===== config.mk =====
export PLATFORM = sky130hd
export DESIGN_NAME = sbl_end_a_flat
export DESIGN_NICKNAME = d
export VERILOG_FILES = /design/src/core/sbl_pkg.sv /design/src/core/sbl_if.sv /design/src/core/sbl_fifo.sv /design/src/core/sbl_end_a.sv /design/src/flat_wrapper.sv
export SDC_FILE = /design/constraint.sdc
export NUM_CORES = 1
export LEC_CHECK = 0
export ABC_AREA = 1
export BUFFER_PORTS_ARGS = -buffer_cell sky130_fd_sc_hd__buf_2
export CAP_MARGIN = 10
export CORE_MARGIN = 2
export CORE_UTILIZATION = 60
export CTS_CLUSTER_SIZE = 28
export DETAILED_ROUTE_END_ITERATION = 10
export PLACE_DENSITY = 0.77
export SYNTH_ARGS = -nofsm -noshare
export SYNTH_HDL_FRONTEND = slang
export SYNTH_SLANG_ARGS = --single-unit
export TNS_END_PERCENT = 50

===== constraint.sdc =====
create_clock -name i_clk -period 2.4 [get_ports i_clk]
set_input_delay 0.36 -clock i_clk [delete_from_list [all_inputs] [get_ports i_clk]]
set_output_delay 0.36 -clock i_clk [all_outputs]
set_load 0.005 [all_outputs]

===== src/core/sbl_pkg.sv =====
// Constants, timing and state types shared by both ends of the serial byte link
// Overview of operation
// - Two one-way lines, one per end.
// - Data frame: start, one, eight data, stop.
// - Acknowledge frame: start bit then a zero.
// - No new byte until previous acknowledged.
// - Messages travel as separately acknowledged bytes.
// - One byte holding buffer, nothing lost.
// - Acknowledge means accepted and room for more.
// - Message done only after last acknowledge.
// - Line interleaves data and acknowledges, arbitrated.
// - Acknowledge may go once reception starts.
// - Early acknowledge allows gapless next byte.
// - Link runs at ten megabits per second.
// - Receiver needs no phase lock to sender.
package sbl_pkg;

   // Clock and bit rate; their ratio is 5:2 so a fractional divider is used
   localparam int CLK_HZ = 25_000_000;
   localparam int BIT_HZ = 10_000_000;
   localparam int RATE_GCD = 5_000_000;
   localparam logic [2:0] ACC_MOD = 3'(CLK_HZ / RATE_GCD);
   localparam logic [2:0] ACC_STEP = 3'(BIT_HZ / RATE_GCD);
   // Phase preset on a start edge: the first strobe falls one clock into the start bit,
   // so later strobes stay inside 2 or 3 clock bits; a lower preset lands on bit edges
   localparam logic [2:0] ACC_START = 3'h3;
   localparam logic [2:0] ACC_RST = 3'h0;

   // Frame layout
   localparam int BYTE_BITS = 8;
   localparam logic [3:0] DATA_FRAME_LEN = 4'hB;
   localparam logic [3:0] ACK_FRAME_LEN = 4'h2;
   localparam logic [1:0] ACK_FRAME = 2'h1;
   localparam logic [3:0] BIT_CNT_RST = 4'h0;
   localparam logic [7:0] BYTE_RST = 8'h00;

   // Receive buffer depth
   localparam int FIFO_DEPTH = 16;

   // Receiver states, Gray along start, type, body, stop
   typedef enum logic [2:0] {
      SBL_RX_IDLE = 3'b000,
      SBL_RX_START = 3'b001,
      SBL_RX_TYPE = 3'b011,
      SBL_RX_BODY = 3'b010,
      SBL_RX_STOP = 3'b110
   } sbl_rx_state_t;

endpackage


===== src/core/sbl_if.sv =====
// Two one-way serial lines joining end A and end B
interface sbl_if;
   logic a_to_b;
   logic b_to_a;
   modport end_a (output a_to_b, input b_to_a);
   modport end_b (output b_to_a, input a_to_b);
endinterface


===== src/core/sbl_fifo.sv =====
// Synchronous FIFO with valid/ready on both sides
module sbl_fifo #(
   parameter int W = 8,
   parameter int D = 16
) (
   // Clock and reset
   input wire logic i_clk,
   input wire logic i_arst_n,
   // Fill side
   input wire logic i_in_valid,
   input wire logic [W-1:0] i_in_data,
   output logic o_in_ready,
   // Drain side
   output logic o_out_valid,
   output logic [W-1:0] o_out_data,
   input wire logic i_out_ready
);
   localparam int AW = $clog2(D);
   localparam logic [AW:0] DEPTH_N = (AW+1)'(D);
   localparam logic [AW-1:0] LAST_IDX = AW'(D - 1);

   logic [W-1:0] mem [D];
   logic [AW-1:0] wr_q;
   logic [AW-1:0] rd_q;
   logic [AW:0] cnt_q;
   wire push = i_in_valid && o_in_ready;
   wire pop = o_out_valid && i_out_ready;

   // Honest flags from the occupancy count
   assign o_in_ready = (cnt_q != DEPTH_N);
   assign o_out_valid = (cnt_q != '0);
   assign o_out_data = mem[rd_q];

   // Storage has no reset; only pointers matter
   always_ff @(posedge i_clk) begin
      if (push) begin
         mem[wr_q] <= i_in_data;
      end
   end

   // Pointers wrap explicitly so any depth works
   always_ff @(posedge i_clk or negedge i_arst_n) begin
      if (!i_arst_n) begin
         wr_q <= '0;
         rd_q <= '0;
         cnt_q <= '0;
      end else begin
         if (push) begin
            wr_q <= (wr_q == LAST_IDX) ? '0 : wr_q + 1'b1;
         end
         if (pop) begin
            rd_q <= (rd_q == LAST_IDX) ? '0 : rd_q + 1'b1;
         end
         cnt_q <= cnt_q + (AW+1)'(push) - (AW+1)'(pop);
      end
   end
endmodule // sbl_fifo


===== src/core/sbl_end_a.sv =====
// Link engine and end A of the serial byte link
module sbl_node (
   // Clock and reset
   input wire logic i_clk,
   input wire logic i_arst_n,
   // Serial lines
   input wire logic i_line,
   output logic o_line,
   // Transmit request
   input wire logic i_tx_valid,
   input wire logic [7:0] i_tx_data,
   input wire logic i_tx_last,
   output logic o_tx_ready,
   output logic o_tx_done,
   // Receive stream
   output logic o_rx_valid,
   output logic [7:0] o_rx_data,
   input wire logic i_rx_ready
);
   // ---------------- Transmit bit clock ----------------
   logic [2:0] tacc_q;
   wire [3:0] tacc_sum = {1'b0, tacc_q} + {1'b0, sbl_pkg::ACC_STEP};
   wire tick = (tacc_sum >= {1'b0, sbl_pkg::ACC_MOD});
   wire [2:0] tacc_d = tick ? 3'(tacc_sum - {1'b0, sbl_pkg::ACC_MOD}) : tacc_sum[2:0];

   // ten megabit rate
   // Average 2 ticks per 5 clocks; bits last 2 or 3 clocks each
   always_ff @(posedge i_clk or negedge i_arst_n) begin
      if (!i_arst_n) begin
         tacc_q <= sbl_pkg::ACC_RST;
      end else begin
         tacc_q <= tacc_d;
      end
   end

   // ---------------- Receive side ----------------
   logic s1_q;
   logic s2_q;
   logic s3_q;
   sbl_pkg::sbl_rx_state_t rst_q;
   logic [2:0] racc_q;
   logic [3:0] rbit_q;
   logic [7:0] rbyte_q;
   logic hold_v_q;
   logic ack_owed_q;
   logic fifo_in_ready;

   always_ff @(posedge i_clk or negedge i_arst_n) begin
      if (!i_arst_n) begin
         s1_q <= 1'b0;
         s2_q <= 1'b0;
         s3_q <= 1'b0;
      end else begin
         s1_q <= i_line;
         s2_q <= s1_q;
         s3_q <= s2_q;
      end
   end

   wire start_edge = s2_q && !s3_q && (rst_q == sbl_pkg::SBL_RX_IDLE);
   wire [3:0] racc_sum = {1'b0, racc_q} + {1'b0, sbl_pkg::ACC_STEP};
   wire samp = (rst_q != sbl_pkg::SBL_RX_IDLE) && (racc_sum >= {1'b0, sbl_pkg::ACC_MOD});
   wire [2:0] racc_d = samp ? 3'(racc_sum - {1'b0, sbl_pkg::ACC_MOD}) : racc_sum[2:0];
   wire ack_rcvd = samp && (rst_q == sbl_pkg::SBL_RX_TYPE) && !s2_q;
   wire data_begun = samp && (rst_q == sbl_pkg::SBL_RX_TYPE) && s2_q;
   wire body_last = (rbit_q == 4'(sbl_pkg::BYTE_BITS - 1));
   wire byte_done = samp && (rst_q == sbl_pkg::SBL_RX_STOP);

   // Phase accumulator restarts on each start edge
   always_ff @(posedge i_clk or negedge i_arst_n) begin
      if (!i_arst_n) begin
         racc_q <= sbl_pkg::ACC_RST;
      end else if (start_edge) begin
         racc_q <= sbl_pkg::ACC_START;
      end else begin
         racc_q <= racc_d;
      end
   end

   // frame walk
   // Stop bit level is not checked; a bad stop still delivers the byte
   always_ff @(posedge i_clk or negedge i_arst_n) begin
      if (!i_arst_n) begin
         rst_q <= sbl_pkg::SBL_RX_IDLE;
         rbit_q <= sbl_pkg::BIT_CNT_RST;
      end else begin
         unique case (rst_q)
            sbl_pkg::SBL_RX_IDLE: begin
               if (start_edge) begin
                  rst_q <= sbl_pkg::SBL_RX_START;
               end
            end
            sbl_pkg::SBL_RX_START: begin
               if (samp) begin
                  rst_q <= sbl_pkg::SBL_RX_TYPE;
               end
            end
            sbl_pkg::SBL_RX_TYPE: begin
               if (samp) begin
                  rst_q <= s2_q ? sbl_pkg::SBL_RX_BODY : sbl_pkg::SBL_RX_IDLE;
                  rbit_q <= sbl_pkg::BIT_CNT_RST;
               end
            end
            sbl_pkg::SBL_RX_BODY: begin
               if (samp) begin
                  rbit_q <= rbit_q + 4'h1;
                  if (body_last) begin
                     rst_q <= sbl_pkg::SBL_RX_STOP;
                  end
               end
            end
            sbl_pkg::SBL_RX_STOP: begin
               if (samp) begin
                  rst_q <= sbl_pkg::SBL_RX_IDLE;
               end
            end
            default: begin
               rst_q <= sbl_pkg::SBL_RX_IDLE;
            end
         endcase
      end
   end

   always_ff @(posedge i_clk or negedge i_arst_n) begin
      if (!i_arst_n) begin
         rbyte_q <= sbl_pkg::BYTE_RST;
      end else if (samp && rst_q == sbl_pkg::SBL_RX_BODY) begin
         rbyte_q <= {s2_q, rbyte_q[7:1]};
      end
   end

   // single holding byte
   // Drained into the FIFO; the ack policy keeps it from being overrun
   always_ff @(posedge i_clk or negedge i_arst_n) begin
      if (!i_arst_n) begin
         hold_v_q <= 1'b0;
      end else if (byte_done) begin
         hold_v_q <= 1'b1;
      end else if (fifo_in_ready) begin
         hold_v_q <= 1'b0;
      end
   end

   sbl_fifo #(
      .W(8),
      .D(sbl_pkg::FIFO_DEPTH)
   ) u_rx_fifo (
      .i_clk(i_clk),
      .i_arst_n(i_arst_n),
      .i_in_valid(hold_v_q),
      .i_in_data(rbyte_q),
      .o_in_ready(fifo_in_ready),
      .o_out_valid(o_rx_valid),
      .o_out_data(o_rx_data),
      .i_out_ready(i_rx_ready)
   );

   // ---------------- Transmit side ----------------
   logic [9:0] sr_q;
   logic [3:0] left_q;
   logic line_q;
   logic outst_q;
   logic last_q;
   logic ack_load;

   wire ack_ready = ack_owed_q && fifo_in_ready && !hold_v_q;
   wire frame_free = tick && (left_q == sbl_pkg::BIT_CNT_RST);
   assign ack_load = frame_free && ack_ready;
   wire data_load = frame_free && !ack_ready && !outst_q && i_tx_valid;
   assign o_tx_ready = data_load;
   assign o_line = line_q;

   // Owed flag; a new data start outranks a same-cycle clear
   always_ff @(posedge i_clk or negedge i_arst_n) begin
      if (!i_arst_n) begin
         ack_owed_q <= 1'b0;
      end else if (data_begun) begin
         ack_owed_q <= 1'b1;
      end else if (ack_load) begin
         ack_owed_q <= 1'b0;
      end
   end

   always_ff @(posedge i_clk or negedge i_arst_n) begin
      if (!i_arst_n) begin
         sr_q <= '0;
         left_q <= sbl_pkg::BIT_CNT_RST;
         line_q <= 1'b0;
      end else if (ack_load) begin
         line_q <= sbl_pkg::ACK_FRAME[0];
         sr_q <= {9'h000, sbl_pkg::ACK_FRAME[1]};
         left_q <= sbl_pkg::ACK_FRAME_LEN - 4'h1;
      end else if (data_load) begin
         line_q <= 1'b1;
         sr_q <= {1'b0, i_tx_data, 1'b1};
         left_q <= sbl_pkg::DATA_FRAME_LEN - 4'h1;
      end else if (tick) begin
         line_q <= (left_q != sbl_pkg::BIT_CNT_RST) && sr_q[0];
         sr_q <= {1'b0, sr_q[9:1]};
         if (left_q != sbl_pkg::BIT_CNT_RST) begin
            left_q <= left_q - 4'h1;
         end
      end
   end

   always_ff @(posedge i_clk or negedge i_arst_n) begin
      if (!i_arst_n) begin
         outst_q <= 1'b0;
         last_q <= 1'b0;
         o_tx_done <= 1'b0;
      end else begin
         o_tx_done <= ack_rcvd && outst_q && last_q;
         if (data_load) begin
            outst_q <= 1'b1;
            last_q <= i_tx_last;
         end else if (ack_rcvd) begin
            outst_q <= 1'b0;
         end
      end
   end
endmodule // sbl_node

// End A: drives the A-to-B line
module sbl_end_a (
   // Clock and reset
   input wire logic i_clk,
   input wire logic i_arst_n,
   sbl_if.end_a link,
   // Transmit request
   input wire logic i_tx_valid,
   input wire logic [7:0] i_tx_data,
   input wire logic i_tx_last,
   output logic o_tx_ready,
   output logic o_tx_done,
   // Receive stream
   output logic o_rx_valid,
   output logic [7:0] o_rx_data,
   input wire logic i_rx_ready
);
   sbl_node u_node (
      .i_clk(i_clk),
      .i_arst_n(i_arst_n),
      .i_line(link.b_to_a),
      .o_line(link.a_to_b),
      .i_tx_valid(i_tx_valid),
      .i_tx_data(i_tx_data),
      .i_tx_last(i_tx_last),
      .o_tx_ready(o_tx_ready),
      .o_tx_done(o_tx_done),
      .o_rx_valid(o_rx_valid),
      .o_rx_data(o_rx_data),
      .i_rx_ready(i_rx_ready)
   );
endmodule // sbl_end_a


===== src/flat_wrapper.sv =====
// flat-port wrapper written by rule: the top's interface ports become plain ports
module sbl_end_a_flat 
  (i_clk, i_arst_n, i_tx_valid, i_tx_data, i_tx_last, o_tx_ready, o_tx_done, o_rx_valid, o_rx_data, i_rx_ready, link_a_to_b, link_b_to_a);
  sbl_if link_i ();
  input wire logic i_clk;
  input wire logic i_arst_n;
  input wire logic i_tx_valid;
  input wire logic [7:0] i_tx_data;
  input wire logic i_tx_last;
  output logic o_tx_ready;
  output logic o_tx_done;
  output logic o_rx_valid;
  output logic [7:0] o_rx_data;
  input wire logic i_rx_ready;
  output wire logic [$bits(link_i.a_to_b)-1:0] link_a_to_b;
  input wire logic [$bits(link_i.b_to_a)-1:0] link_b_to_a;
  assign link_a_to_b = link_i.a_to_b;
  assign link_i.b_to_a = link_b_to_a;
  sbl_end_a u_core (.i_clk(i_clk), .i_arst_n(i_arst_n), .link(link_i), .i_tx_valid(i_tx_valid), .i_tx_data(i_tx_data), .i_tx_last(i_tx_last), .o_tx_ready(o_tx_ready), .o_tx_done(o_tx_done), .o_rx_valid(o_rx_valid), .o_rx_data(o_rx_data), .i_rx_ready(i_rx_ready));
endmodule

# Yosys cells after proc, flatten, opt, wreduce, memory -nomap -nowiden
# Memory sizes are Yosys's and may differ from the RTL's.
# Cells that the tools add are included.
dict set report word_totals {
  mem_count 1
  mem_bits_rw 128
  elab_cells 119
  in_bits 14
  out_inout_bits 12
  latchBits 0
  register_bits 57
  rom_bits 0
}
dict set report op_classes {
  n_shift 0
  multipliers 0
  reduce_logical 39
  bitwise_logic 0
  n_addsub 10
  eq_ne 14
  order_cmp 2
  div_mod_pow 0
  n_mux 34
}
# name words word_bits read_ports rd_ports_with_merged_regs write_ports line_no
set memory_table {}
lappend memory_table {u_core.u_node.u_rx_fifo.mem 16 8 1 0 1 sbl_fifo.sv:22} ;# logic [W-1:0] mem [D];
# cell count
set op_table {}
lappend op_table {{2-to-1 mux 4 bit} 8}
lappend op_table {{2-to-1 mux 10 bit} 3}
lappend op_table {{2-to-1 mux 3 bit} 9}
lappend op_table {{logical AND 1 bit} 20}
lappend op_table {{case mux 3 bit (5 select lines)} 1}
lappend op_table {{adder 4 x 1 -> 4 bit, second input constant} 3}
lappend op_table {{!= test 2 bit, second input constant} 6}
lappend op_table {{2-to-1 mux 1 bit} 11}
lappend op_table {{nonzero test 3 bit} 3}
lappend op_table {{adder 3 x 2 -> 4 bit, second input constant} 2}
lappend op_table {{equality test 4 bit, second input constant} 2}
lappend op_table {{>= comparator 4 x 3 -> 1 bit, second input constant} 2}
lappend op_table {{case mux 4 bit (2 select lines)} 1}
lappend op_table {{nonzero test 2 bit} 4}
lappend op_table {{equality test 3 x 2 -> 1 bit, second input constant} 2}
lappend op_table {{AND reduction 6 bit} 1}
lappend op_table {{subtractor 3 bit, second input constant} 2}
lappend op_table {{adder 5 x 1 -> 5 bit} 1}
lappend op_table {{logical NOT 1 bit} 5}
lappend op_table {{!= test 5 bit, second input constant} 1}
lappend op_table {{nonzero test 5 bit} 1}
lappend op_table {{subtractor 5 x 1 -> 5 bit} 1}
lappend op_table {{equality test 4 x 3 -> 1 bit, second input constant} 1}
lappend op_table {{logical NOT 4 bit} 1}
lappend op_table {{other kinds (8)} 8}

# Longest topological paths before layout
dict set report logic_depth {
  word_depth 9
  depth_mapped 13
  depth_no_buf 13
}

# Modules after synthesis
# A second synthesis with hierarchy kept.
dict set report unflattened {
  hier_cells 871
  hier_area_um2 8410.6
}
# mod instances seq_area_each_um2 area_per_inst_um2 cells_each
set by_module_without_submodules {}
lappend by_module_without_submodules {sbl_fifo 1 4169.0 6241.0 614}
lappend by_module_without_submodules {sbl_node 1 1076.0 2169.6 257}

# Worst setup path after synthesis
# No wires, ideal clock.
dict set report synth_timing {
  path_kind {register to register}
  from {reg u_core.u_node.u_rx_fifo.cnt_q[3]}
  to {reg u_core.u_node.u_rx_fifo.cnt_q[4]}
  n_path_buf 0
  setup_ps 128
  path_slack_ps 134
  path_stages_with_launch 14
  synth_period_minus_slack_ps 2266
  arrival_ps 2138
  required_time_ps 2272
  path_cell_list {dfrtp_1 inv_1 ha_1 nand3b_1 nand2_1 inv_2 ha_1 inv_1 ha_1 inv_1 fa_1 o21ai_0 a21oi_1 xor2_1}
}
dict set report synth_between {
  elab_cells_between_ends 6
  classes_between {add/sub: 2; eq/ne: 1; reduce/logical: 3}
}
# item line_no
set synth_lines {}
lappend synth_lines {{start, declared} sbl_fifo.sv:25} ;# logic [AW:0] cnt_q;
lappend synth_lines {{start signal, assigned} sbl_fifo.sv:54} ;# cnt_q <= cnt_q + (AW+1)'(push) - (AW+1)'(pop);
lappend synth_lines {{nonzero test 5 bit} sbl_fifo.sv:31} ;# assign o_out_valid = (cnt_q != '0);
lappend synth_lines {{net o_rx_valid} flat_wrapper.sv:12} ;# output logic o_rx_valid;
lappend synth_lines {{logical AND 1 bit} sbl_fifo.sv:27} ;# wire pop = o_out_valid && i_out_ready;
lappend synth_lines {{net u_core.u_node.u_rx_fifo.pop} sbl_fifo.sv:27}
lappend synth_lines {{subtractor 5 x 1 -> 5 bit} sbl_fifo.sv:54}
# The timed path passes the listed nets, and every way through them passes these cells.
# A chain may end at the register's enable or synchronous reset.

# Final worst setup path
dict set report layout_timing {
  from {reg u_core.u_node.u_rx_fifo.cnt_q[2]}
  to {reg u_core.u_node.u_rx_fifo.cnt_q[4]}
}
dict set report layout_between {
  elab_cells_between_ends 6
  classes_between {add/sub: 2; eq/ne: 1; reduce/logical: 3}
}
# item line_no
set layout_lines {}
lappend layout_lines {{nonzero test 5 bit} sbl_fifo.sv:31}
lappend layout_lines {{logical AND 1 bit} sbl_fifo.sv:27}
lappend layout_lines {{net u_core.u_node.u_rx_fifo.pop} sbl_fifo.sv:27}
lappend layout_lines {{subtractor 5 x 1 -> 5 bit} sbl_fifo.sv:54}
# The timed path passes the listed nets, and every way through them passes these cells.

==> run metrics <==
P&R area growth vs syn 15.0%; final non-filler cell total 982; RSZ-0062 raised after global routing true; clock latency on the worst-skew pair 0.43 ns; H-tree levels 4; CTS tree done; CTS root buffer clkbuf_16; fin crit period 2.35 ns; worst hold path class primary input to flop; DP HPWL ~11000 microns; antenna violations before repair 0; most used cell along the critical path inv_1; Starting Density 60.8%; register area share after synthesis between 60% and 70%; Synth Flop Type edfxtp_1; DIE AREA 14300 sq um; diodes inserted 0; Post-layout nets 829; max cap viols 0; number of global-route vias before repair 5528; core box area roughly 13000 sq um; final core occ 70.0%; Routed wire per std cell 17.2 microns; Final Max Slew Viols 0; Setup crit end kind flop; Clock Path Buffers 2; final setup slack of the worst path 0.0520 ns; Critical Path Start Type flop; CP required 2.71 ns; EDFF count, synth 128; CP Data Arrival Time 2.66 ns; DP Worst Slack -0.0214 ns; worst slew pin tran a little over 0.7 ns; num ports 26; width of the die about 120 microns; via count 5526; crit path buf inv count 4; Final period util 97.8%; drt drc 0; CP cell instances inv_1 -> ha_2 -> nand3b_1 -> nand2_1 -> inv_2 -> ha_1 -> inv_1 -> ha_2 -> inv_1 -> fa_2 -> o21ai_1 -> a21oi_1 -> xor2_1; Worst Path Max Fanout 2; fmax between 400 and 500 MHz; FF+latch count, synth 184; Vias per Instance 5.63; Synth Net Count 777; Routed WL 16900 microns; clock sink count around 180; Netlist Area Pre-Place 7990 sq um; placed cells between 900 and 1k; I/O Buffers 25; DRT Pass-1 Iters 7; crit-path max cell delay 0.38 ns; slowest CP cell dfrtp_1; Power per Cell Area 1240 nW/um^2; outcome complete, no violations; Yosys warning count 0; Async S/R FF share, synth 30.4%; Worst Clk Skew just over 0.008 ns; Rows 42; share of layout cells above drive strength 1 13.9%; Synth cell types 34; crit path kind flop to flop; Syn Area/Cell ~11 sq um; global-route wire length before repair 27300 microns; GRT Overall Usage 25.1%; die height 119 microns; post-synthesis cell count 741; relative slew slack 52.4%; Final Hold Fails 0; LEAKAGE between 0.003 and 0.004 uW; Crit path max-delay family adder cells; DRT antenna net count 0; Reg clk slew, reported paths 0.06 ns; Num CTS Buffers 17; Initial DRC Count just under 600; global route overflow 0; setup TNS 0 ns; Final setup viols 0; Max VDD drop 0.887 mV; largest net degree at the start of global routing 35; gp weighted congestion 0.884
[through the flow]
stage,total power [uW],hold WS (ns),instance area (sq um)
6_report,11400,0.0339,9190
5_1_grt,12100,0.0225,9190
4_1_cts,11300,0.0237,9090
3_5_place_dp,8200,0.301,8410
3_3_place_gp,7920,0.293,8410
2_1_floorplan,7040,0.0644,7990
[sequential cells by signal, summed over array words and instances, names as in the netlist, 3 cells and up]
register / count
u_core.u_node.u_rx_fifo.wr_q: 4
u_core.u_node.tacc_q: 3
u_core.u_node.left_q: 4
u_core.u_node.u_rx_fifo.rd_q: 4
u_core.u_node.rbit_q: 4
u_core.u_node.rst_q: 3
u_core.u_node.rbyte_q: 8
u_core.u_node.u_rx_fifo.cnt_q: 5
u_core.u_node.racc_q: 3
u_core.u_node.sr_q: 9
u_core.u_node.u_rx_fifo.mem: 128
[worst reg2reg max path, stage by stage (launching register included)]
cell	delay, ns
dfrtp_1	0.38
inv_1	0.09
ha_2	0.20
nand3b_1	0.11
nand2_1	0.09
inv_2	0.04
ha_1	0.28
inv_1	0.07
ha_2	0.18
inv_1	0.06
fa_2	0.36
o21ai_1	0.14
a21oi_1	0.09
xor2_1	0.14
[cell usage in the layout (no fill, tap or decap), types with 3 or more instances in the layout]
cell / n
nand2_1: 128
edfxtp_1: 128
nor2_1: 115
o21ai_0: 80
inv_1: 60
dfrtp_1: 55
nand3_1: 32
buf_4: 27
buf_2: 25
o22ai_1: 17
ha_1: 17
clkbuf_16: 17
o211ai_1: 16
a21oi_1: 11
o21ai_1: 9
inv_2: 7
xor2_1: 7
bufinv_16: 6
nor3_1: 5
clkinv_1: 4
xnor2_1: 4
clkinvlp_4: 3
nor2_2: 3
clkinv_2: 3
buf_12: 3
buf_6: 3
[cells by family after synthesis]
| group | share of synthesized area, % |
|---|---|
| adders and majority gates | 3.73 |
| DFF | 65.6 |
| buffers and inverters | 5.02 |
| xor gates and xnor gates | 1.21 |
| and+or+nand+nor | 14.8 |
| muxes | 0.141 |
| AOI/OAI and AO/OA | 9.47 |
[timing repair]
item	CTS	global route
gates resized for setup	4	18
endpoints found under the hold margin	16	0
setup buffers	1	5
pin swaps	0	1
hold buffers	1	0
endpoints found under the setup margin	3	10
[worst paths after layout]
kind | endpoint | from | slack, ns | cells after the start
worst max-delay path | u_core.u_node.u_rx_fifo.cnt_q[4] | u_core.u_node.u_rx_fifo.cnt_q[2] | 0.05 | 13
worst min-delay path | u_core.u_node.s1_q | link_b_to_a | 0.03 | 1
worst max register to register | u_core.u_node.u_rx_fifo.cnt_q[4] | u_core.u_node.u_rx_fifo.cnt_q[2] | 0.05 | 13
worst min register to register | u_core.u_node.s2_q | u_core.u_node.s1_q | 0.35 | 0
max in group asynchronous | u_core.u_node.tacc_q[0] | i_arst_n | 1.39 | 3
min in group asynchronous | u_core.u_node.racc_q[0] | i_arst_n | 0.38 | 2
[routing by layer]
metal	up-vias	global-route usage (%)	wire length (microns)
li1	2616	-	-
met1	2676	31.9	6900
met2	188	41.5	8480
met3	46	4.74	816
met4	0	12.6	666
met5	-	0	0
[area by class of cell]
cell class,count,area [sq um]
flip-flops and latches,184,5250
fillers,923,3940
multi-input cells,460,2360
repair buffers,59,432
clock buffers,17,425
inverters,71,279
clock inverters,15,231
well taps,176,220
[Yosys cell counts, types with 2 or more instances]
| library cell | count | share of area [%] |
|---|---|---|
| a21oi_1 | 11 | 0.69 |
| buf_2 | 12 | 0.75 |
| buf_4 | 4 | 0.38 |
| clkbuf_1 | 8 | 0.38 |
| clkinv_1 | 2 | 0.094 |
| dfrtp_1 | 56 | 18 |
| edfxtp_1 | 128 | 48 |
| fa_1 | 3 | 0.75 |
| ha_1 | 19 | 3.0 |
| inv_1 | 63 | 3.0 |
| inv_2 | 6 | 0.28 |
| nand2_1 | 128 | 6.0 |
| nand3_1 | 32 | 2.0 |
| nor2_1 | 116 | 5.4 |
| nor2_2 | 2 | 0.16 |
| nor2_4 | 2 | 0.28 |
| nor3_1 | 5 | 0.31 |
| o211ai_1 | 16 | 1.5 |
| o21ai_0 | 81 | 5.1 |
| o21ai_1 | 8 | 0.50 |
| o22ai_1 | 17 | 1.3 |
| xnor2_1 | 4 | 0.44 |
| xor2_1 | 7 | 0.77 |
[power by group]
part | total (uW) | leakage [uW] | switching (uW) | internal, uW
clock network | 3070 | 0.000319 | 1130 | 1940
logic | 3570 | 0.00158 | 2240 | 1330
registers | 4800 | 0.00185 | 684 | 4120
No activity file was read; power rests on OpenSTA's default activity.
